### config.mk
export PLATFORM = sky130hd
export DESIGN_NAME = rcsq_sequencer
export DESIGN_NICKNAME = d
export VERILOG_FILES = /design/src/include/rcsq_pkg.sv /design/src/hw/rcsq_sequencer.sv
export VERILOG_INCLUDE_DIRS = /design/src /design/src/include
export SDC_FILE = /design/constraint.sdc
export NUM_CORES = 1
export LEC_CHECK = 0
export ABC_AREA = 1
export ABC_CLOCK_PERIOD_IN_PS = 3200
export BUFFER_PORTS_ARGS = -buffer_cell sky130_fd_sc_hd__buf_2
export CORE_MARGIN = 10
export CORE_UTILIZATION = 60
export CTS_BUF_LIST = sky130_fd_sc_hd__clkbuf_8 sky130_fd_sc_hd__clkbuf_16
export CTS_CLUSTER_DIAMETER = 50
export DETAILED_ROUTE_END_ITERATION = 6
export PLACE_DENSITY = 0.78
export SLEW_MARGIN = 20
export SYNTH_ARGS = -nofsm -noshare
export SYNTH_HDL_FRONTEND = slang
export SYNTH_SLANG_ARGS = --single-unit
export TNS_END_PERCENT = 20
### constraint.sdc
create_clock -name clk -period 3.2 [get_ports clk]
set_clock_uncertainty 0.15 [all_clocks]
set_input_delay 0 -clock clk [delete_from_list [all_inputs] [get_ports clk]]
set_output_delay 0 -clock clk [all_outputs]
set_load 0.02 [all_outputs]
### src/include/rcsq_defs.svh
`ifndef RCSQ_DEFS_SVH
`define RCSQ_DEFS_SVH

`define RCSQ_CLK_KHZ        25000
`define RCSQ_INUSE_CYC      32
`define RCSQ_INUSE_LAST     5'h1E
`define RCSQ_TXLOCK_CYC     8'h7F
`define RCSQ_RXSD_MS        3
`define RCSQ_RATE_MS        1
`define RCSQ_RXST_DETECTED  3'h3
`define RCSQ_LTSSM_QUIET    5'h00
`define RCSQ_LTSSM_ACTIVE   5'h01
`define RCSQ_LTSSM_POLLING  5'h02
`define RCSQ_LANES_X1       2'h0
`define RCSQ_LANES_X4       2'h2
`define RCSQ_CORE_62M5      2'h1
`define RCSQ_CORE_125M      2'h2
`define RCSQ_PHY_250M       2'h1
`define RCSQ_PHY_500M       2'h2

`endif

### src/include/rcsq_pkg.sv
package rcsq_pkg;
    typedef enum logic [3:0] {
        SQ_HOLD = 4'h1,
        SQ_WAIT = 4'h2,
        SQ_CNT  = 4'h4,
        SQ_RUN  = 4'h8
    } rcsq_seq_t;

    typedef enum logic [2:0] {
        LT_QUIET  = 3'h1,
        LT_ACTIVE = 3'h2,
        LT_POLL   = 3'h4
    } rcsq_lt_t;

    typedef struct packed {
        logic cfg_rst;
        logic soft_rst;
        logic core_rst_flag;
    } rcsq_rst_t;

    typedef struct packed {
        logic [1:0] core_clk_code;
        logic       if_wide;
        logic [1:0] phy_clk_code;
    } rcsq_clk_t;

    typedef struct packed {
        logic [1:0] lanes;
        logic       gen2;
        logic       low_power;
    } rcsq_cfg_t;
endpackage

### src/hw/rcsq_sequencer.sv
`timescale 1ns/100ps
// Contract
// - after reset pin or power-on release, wait for fabric clock in-use
// - release config and soft resets 32 cycles after in-use asserts
// - after those releases, deassert the core reset flag
// - flag may toggle until link training reaches 0x02
// - receive PLL lock moves training from Detect.Quiet to Detect.Active
// - detection done on status pulse with receive status equal 3
// - after detection, training moves to Polling.Active
// - receive digital reset held until signal detect stable 3 ms
// - power-on release deasserts the active-low serializer reset
// - transmit digital reset held until PLL lock stable 127 cycles
// - PHY-side data crosses into core domain through an async crossing
// - PHY clock 250 MHz first generation, 500 MHz second
// - on rate change PHY clock must be back before 1 ms timeout
// - core clock set by width and rate; 62.5 MHz low-power x1
// - core clock keeps configured rate on downtrain; interface throttles
`include "rcsq_defs.svh"
module rcsq_sequencer #(
    parameter int RX_SD_CYC = `RCSQ_RXSD_MS * `RCSQ_CLK_KHZ,
    parameter int RATE_CYC  = `RCSQ_RATE_MS * `RCSQ_CLK_KHZ
) (
    input  wire logic               clk,
    input  wire logic               nrst,
    input  wire logic               ce,
    input  wire logic               pin_perst_n,
    input  wire logic               por_n,
    input  wire logic               fabric_clk_inuse,
    input  wire logic               rx_pll_locked,
    input  wire logic               rx_signal_detect,
    input  wire logic               tx_pll_locked,
    input  wire logic               phy_clk_alive,
    input  wire logic               phy_xfer_toggle,
    input  wire logic [7:0]         phy_xfer_data,
    input  wire logic               phy_status,
    input  wire logic [2:0]         phy_rx_status,
    input  wire rcsq_pkg::rcsq_cfg_t cfg_strap,
    input  wire logic               rate_gen2,
    input  wire rcsq_pkg::rcsq_cfg_t link_actual,
    output rcsq_pkg::rcsq_rst_t     rst_out,
    output logic [4:0]              ltssm_state,
    output logic                    rcv_detect_op,
    output logic                    rx_dig_rst,
    output logic                    serdes_rst_n,
    output logic                    tx_dig_rst,
    output logic [7:0]              core_xfer_data,
    output logic                    core_xfer_valid,
    output rcsq_pkg::rcsq_clk_t     clk_sel,
    output logic                    rate_timeout,
    output logic                    throttle
);
    import rcsq_pkg::*;

    localparam int NSYNC = 8;
    logic [NSYNC-1:0] async_in;
    logic [NSYNC-1:0] s1_q;
    logic [NSYNC-1:0] s2_q;
    logic [NSYNC-1:0] s3_q;
    logic [NSYNC-1:0] f_q;

    assign async_in = {phy_xfer_toggle, phy_clk_alive, tx_pll_locked,
                       rx_signal_detect, rx_pll_locked, fabric_clk_inuse,
                       por_n, pin_perst_n};

    // a change is taken only once the second and third stages agree
    genvar gi;
    generate
        for (gi = 0; gi < NSYNC; gi++) begin : g_sync
            always_ff @(posedge clk or negedge nrst) begin
                if (!nrst) begin
                    s1_q[gi] <= 1'b0;
                    s2_q[gi] <= 1'b0;
                    s3_q[gi] <= 1'b0;
                    f_q[gi]  <= 1'b0;
                end else if (ce) begin
                    s1_q[gi] <= async_in[gi];
                    s2_q[gi] <= s1_q[gi];
                    s3_q[gi] <= s2_q[gi];
                    if (s2_q[gi] == s3_q[gi]) begin
                        f_q[gi] <= s3_q[gi];
                    end
                end
            end
        end
    endgenerate

    logic perst_f, por_f, inuse_f, rxlock_f, sigdet_f, txlock_f;
    logic alive_f, xtgl_f;
    assign {xtgl_f, alive_f, txlock_f, sigdet_f, rxlock_f, inuse_f,
            por_f, perst_f} = f_q;

    logic rst_in;
    assign rst_in = !perst_f || !por_f;

    rcsq_seq_t  seq_q;
    rcsq_lt_t   lt_q;
    logic [4:0] cnt_q;

    always_ff @(posedge clk or negedge nrst) begin
        if (!nrst) begin
            seq_q <= SQ_HOLD;
            cnt_q <= 5'h00;
        end else if (ce) begin
            case (seq_q)
                SQ_HOLD: begin
                    if (!rst_in) begin
                        seq_q <= SQ_WAIT;
                    end
                end
                SQ_WAIT: begin
                    cnt_q <= 5'h00;
                    if (rst_in) begin
                        seq_q <= SQ_HOLD;
                    end else if (inuse_f) begin
                        seq_q <= SQ_CNT;
                    end
                end
                SQ_CNT: begin
                    cnt_q <= cnt_q + 5'h01;
                    if (rst_in) begin
                        seq_q <= SQ_HOLD;
                    end else if (!inuse_f) begin
                        seq_q <= SQ_WAIT;
                    end else if (cnt_q == `RCSQ_INUSE_LAST) begin
                        seq_q <= SQ_RUN;
                    end
                end
                SQ_RUN: begin
                    if (rst_in) begin
                        seq_q <= SQ_HOLD;
                    end else if (!inuse_f && lt_q != LT_POLL) begin
                        // flag may bounce until receivers are found
                        seq_q <= SQ_WAIT;
                    end
                end
                default: seq_q <= SQ_HOLD;
            endcase
        end
    end

    always_ff @(posedge clk or negedge nrst) begin
        if (!nrst) begin
            rst_out <= '{cfg_rst: 1'b1, soft_rst: 1'b1, core_rst_flag: 1'b1};
        end else if (ce) begin
            rst_out.cfg_rst       <= !(seq_q == SQ_RUN);
            rst_out.soft_rst      <= !(seq_q == SQ_RUN);
            // flag trails the internal resets out, but returns with them
            rst_out.core_rst_flag <= rst_out.cfg_rst ||
                                     seq_q != SQ_RUN;
        end
    end

    always_ff @(posedge clk or negedge nrst) begin
        if (!nrst) begin
            lt_q <= LT_QUIET;
        end else if (ce) begin
            if (seq_q == SQ_HOLD) begin
                lt_q <= LT_QUIET;
            end else begin
                case (lt_q)
                    LT_QUIET: begin
                        if (rxlock_f) begin
                            lt_q <= LT_ACTIVE;
                        end
                    end
                    LT_ACTIVE: begin
                        if (phy_status &&
                            phy_rx_status == `RCSQ_RXST_DETECTED) begin
                            lt_q <= LT_POLL;
                        end
                    end
                    LT_POLL: lt_q <= LT_POLL;
                    default: lt_q <= LT_QUIET;
                endcase
            end
        end
    end

    always_comb begin
        case (lt_q)
            LT_ACTIVE: ltssm_state = `RCSQ_LTSSM_ACTIVE;
            LT_POLL:   ltssm_state = `RCSQ_LTSSM_POLLING;
            default:   ltssm_state = `RCSQ_LTSSM_QUIET;
        endcase
    end
    assign rcv_detect_op = (lt_q == LT_ACTIVE);

    // receive reset comes back if signal detect drops again
    logic [16:0] sd_cnt_q;
    always_ff @(posedge clk or negedge nrst) begin
        if (!nrst) begin
            sd_cnt_q   <= 17'h00000;
            rx_dig_rst <= 1'b1;
        end else if (ce) begin
            if (!sigdet_f || rst_in) begin
                sd_cnt_q   <= 17'h00000;
                rx_dig_rst <= 1'b1;
            end else if (sd_cnt_q == 17'(RX_SD_CYC - 1)) begin
                rx_dig_rst <= 1'b0;
            end else begin
                sd_cnt_q <= sd_cnt_q + 17'h00001;
            end
        end
    end

    logic [7:0] tx_cnt_q;
    always_ff @(posedge clk or negedge nrst) begin
        if (!nrst) begin
            serdes_rst_n <= 1'b0;
            tx_cnt_q     <= 8'h00;
            tx_dig_rst   <= 1'b1;
        end else if (ce) begin
            serdes_rst_n <= por_f;
            if (!txlock_f || !serdes_rst_n) begin
                tx_cnt_q   <= 8'h00;
                tx_dig_rst <= 1'b1;
            end else if (tx_cnt_q == `RCSQ_TXLOCK_CYC) begin
                tx_dig_rst <= 1'b0;
            end else begin
                tx_cnt_q <= tx_cnt_q + 8'h01;
            end
        end
    end

    // source holds data steady from its toggle until the next one
    logic xtgl_seen_q;
    always_ff @(posedge clk or negedge nrst) begin
        if (!nrst) begin
            xtgl_seen_q     <= 1'b0;
            core_xfer_data  <= 8'h00;
            core_xfer_valid <= 1'b0;
        end else if (ce) begin
            xtgl_seen_q     <= xtgl_f;
            core_xfer_valid <= xtgl_f != xtgl_seen_q;
            if (xtgl_f != xtgl_seen_q) begin
                core_xfer_data <= phy_xfer_data;
            end
        end
    end

    // clock plan is caught while the sequencer holds, then frozen
    rcsq_cfg_t cfg_q;
    logic      rate_q;
    logic [16:0] rt_cnt_q;
    always_ff @(posedge clk or negedge nrst) begin
        if (!nrst) begin
            cfg_q    <= '0;
            clk_sel  <= '0;
            throttle <= 1'b0;
        end else if (ce) begin
            if (seq_q == SQ_HOLD) begin
                cfg_q <= cfg_strap;
            end
            clk_sel.phy_clk_code  <= rate_q ? `RCSQ_PHY_500M
                                            : `RCSQ_PHY_250M;
            clk_sel.core_clk_code <= (cfg_q.lanes == `RCSQ_LANES_X1 &&
                                      !cfg_q.gen2 && cfg_q.low_power)
                                     ? `RCSQ_CORE_62M5
                                     : `RCSQ_CORE_125M;
            clk_sel.if_wide <= cfg_q.lanes == `RCSQ_LANES_X4 &&
                               cfg_q.gen2;
            throttle <= (link_actual.lanes < cfg_q.lanes) ||
                        (cfg_q.gen2 && !link_actual.gen2);
        end
    end

    always_ff @(posedge clk or negedge nrst) begin
        if (!nrst) begin
            rate_q       <= 1'b0;
            rt_cnt_q     <= 17'h00000;
            rate_timeout <= 1'b0;
        end else if (ce) begin
            rate_q <= rate_gen2;
            if (rate_q != rate_gen2) begin
                rt_cnt_q <= 17'(RATE_CYC);
            end else if (rt_cnt_q != 17'h00000) begin
                rt_cnt_q <= rt_cnt_q - 17'h00001;
                if (rt_cnt_q == 17'h00001 && !alive_f) begin
                    rate_timeout <= 1'b1;
                end
            end
        end
    end

endmodule

==> key figures <==
Run status
  • Status: complete, but fails checks
  • Failing checks: hold timing

Synth
  • FF+latch count, synth: 113
  • Async set-reset flop share out of synthesis: 100%
  • Avg Cell Area, Syn: 7.80 µm²
  • Post-synthesis sequential area ratio: 46.6%
  • Synth cell types: 39
  • Post-Syn Instances: 780
  • YS warnings: 0
  • Netlist Area Pre-Place: 0.00608 mm²
  • Ys flop type: dfrtp_1
  • Post-synth EDFFs: 0

Timing
  • Final TNS setup: 0 ps
  • RSZ-0062 raised after global routing: no
  • Worst-Margin Slew: 891 ps
  • Fmax: 0.459 GHz
  • Fin. Hold Viols: 4
  • Final Cycle Share: 68.0%
  • Setup ws final: 1020 ps
  • Worst Hold Slack: -9.76 ps
  • Slew margin rel.: 40.6%
  • Final setup vio count: 0
  • Slew Viols, Final: 0
  • Min Tclk post-route: 2180 ps

Placement
  • PortBufs: 55
  • Post-DP HPWL: 9.06 mm
  • Post-Place Cells: 949
  • Routability cong.: 0.882
  • Post-place setup slack: 1130 ps

Floorplan
  • Total die area: 0.0146 mm²
  • Die Ht: 121 µm
  • Top-Level Pins: 60
  • Die extent in x: 121 µm
  • Std-Cell Rows: 36
  • Initial Util: 61.9%
  • Core Area: 0.00982 mm²

Clock tree
  • H-tree depth: 4
  • Setup bufs post-CTS: 0
  • Clock sink total: 113
  • TritonCTS clock tree: built
  • Clock Tree Root: clkbuf_8
  • Clock buffer depth: 2
  • Insertion delay to the later sink of the worst-skew pair: 520 ps
  • CTS buffer count: 17
  • CTS clock-pin slew for the worst setup and hold paths: 60 ps
  • Resize count post-CTS: 0

Job
  • Max-Cap Viols: 0

Layout
  • Share of cells above drive strength 1: 16.6%
  • P&R area growth vs syn: 20.2%
  • Layout Cells excl Fill: 1016
  • ANT cells: 0
  • Final net count: 910
  • Final Util: 74.4%

Route
  • Routed WL: 14.4 mm
  • Routed vias/inst: 5.38
  • Initial DRC count: 544
  • Average wire per standard cell: 14.2 µm
  • Routed Antenna Nets: 0
  • DRC: 0
  • Total number of vias: 5463
  • First-pass iteration count of the detailed router: 6

Global route
  • Vias in the first global route: 5598
  • Gr usage total: 21.1%
  • First-pass GRT wire length: 25.6 mm
  • Largest net degree at the start of global routing: 71
  • Grt ovf: 0
  • Initial antenna violation count: 0

Power
  • PwrDens: 642 mW/mm²
  • Leakage: 3.60 nW
  • Worst IR drop on VDD: 0.676 mV

Hold path
  • Hold Path Class: in -> async

Critical path
  • CP Launch Type: input port
  • CP Data Required Time: 3500 ps
  • Critical Path End Type: register
  • Setup crit start: ce
  • Worst Path Max Fanout: 56
  • Reg2reg start: sd_cnt_q[0]
  • Crit Path Class: in -> reg
  • CP arrival: 2480 ps
[repair_timing]
| action | 4_1_cts | 5_1_grt |
|---|---|---|
| setup endpoints to repair | 0 | 0 |
| endpoints found under the hold margin | 118 | 0 |
| hold buffers | 36 | 0 |
[metrics by stage]
| stage | total power [W] | instance area, µm² |
|---|---|---|
| detailed placement | 0.00286 | 6390 |
| global placement | 0.00281 | 6390 |
| global route | 0.00496 | 7310 |
| finish | 0.00469 | 7310 |
| CTS | 0.00469 | 7310 |
| floorplan | 0.00257 | 6090 |
[cell type report]
cell class	instances	area (µm²)
flip-flops and latches	113	2840
inverters	73	274
repair buffers	95	668
well taps	133	166
multi-input cells	571	2800
clock inverters	12	119
fillers	727	2510
clock buffers	19	442
[Yosys cell counts, types with 4 or more instances]
cell	number	share of area, %
a21oi_1	10	0.82
buf_2	6	0.49
buf_4	9	1.1
clkbuf_1	6	0.37
dfrtp_1	107	44
dfstp_2	6	2.6
ha_1	7	1.4
inv_1	71	4.4
mux2_2	10	1.9
nand2_1	247	15
nand2_2	15	1.5
nand3_1	73	6.0
nand4_1	15	1.5
nor2_1	88	5.4
nor2_4	4	0.74
nor3_1	6	0.49
o211ai_1	5	0.62
o21ai_0	35	2.9
o21ai_1	10	0.82
o21ai_2	11	1.6
or2_2	5	0.51
xor2_1	11	1.6
[critical path: stages]
cell and delay (ps):
dlygate4sd3_1 510, buf_2 120, buf_4 510, nand2_1 100, dlygate4sd3_1 590, nand2_1 70
dlygate4sd3_1 550
[state kept, by name (all words and copies together) (netlist names), 2 cells and up]
name and count:
rt_cnt_q 17, sd_cnt_q 17, core_xfer_data 8, s1_q 8, s2_q 8, s3_q 8, tx_cnt_q 8, clk_sel 5
cnt_q 5, cfg_q 4, seq_q 4, lt_q 3, rst_out 2
[layer usage]
layer	wire (µm)	global-route usage, %
met3	923	6.19
met2	7480	36.5
met1	5800	24.5
met5	0	0
met4	209	7.24
[path summary, 6_finish.rpt]
kind / to / slack [ps] / depth (start not counted)
setup / recovery: s1_q[3] / 1020 / 7
hold / removal: sd_cnt_q[6] / -10 / 2
setup reg to reg: sd_cnt_q[3] / 1100 / 10
hold reg to reg: s3_q[0] / 320 / 2
max in group asynchronous: rx_dig_rst / 2010 / 3
min in group clk: core_xfer_data[7] / 100 / 3
[layout by cell type, fill, tap and decap left out, types with 4 or more instances in the layout]
cell and instances:
nor2_1 88, buf_4 5, a21oi_1 10, nand2_2 15
or2_2 5, o21ai_1 10, dlygate4sd3_1 36, nand2_1 247
clkbuf_16 16, mux2_2 10, nand3_1 73, o21ai_0 35
clkinv_2 4, o211ai_1 5, dfstp_2 6, inv_1 73
ha_1 7, xor2_1 11, nor2_4 4, buf_2 54
dfrtp_1 107, o21ai_2 11, nor3_1 6, nand4_1 15
[where the power goes]
group	switching, W	internal, W
logic	0.000696	0.000389
clock network	0.000635	0.00113
registers	0.000181	0.00166
[kinds of logic (layout without fill, tap and decap cells)]
group                    after synthesis  after routing  synth area share, %
AO/OA/AOI/OAI                         77             77                 7.45
adder cells (fa/ha/maj)                7              7                 1.44
AND/OR/NAND/NOR                      462            462                 33.3
other                                  1              3               0.0617
XOR/XNOR                              12             12                 1.85
multiplexers                          10             10                 1.85
flip-flops                           113            113                 46.6
buffers and inverters                 98            199                 7.41
(Power assumes the default switching activity.)
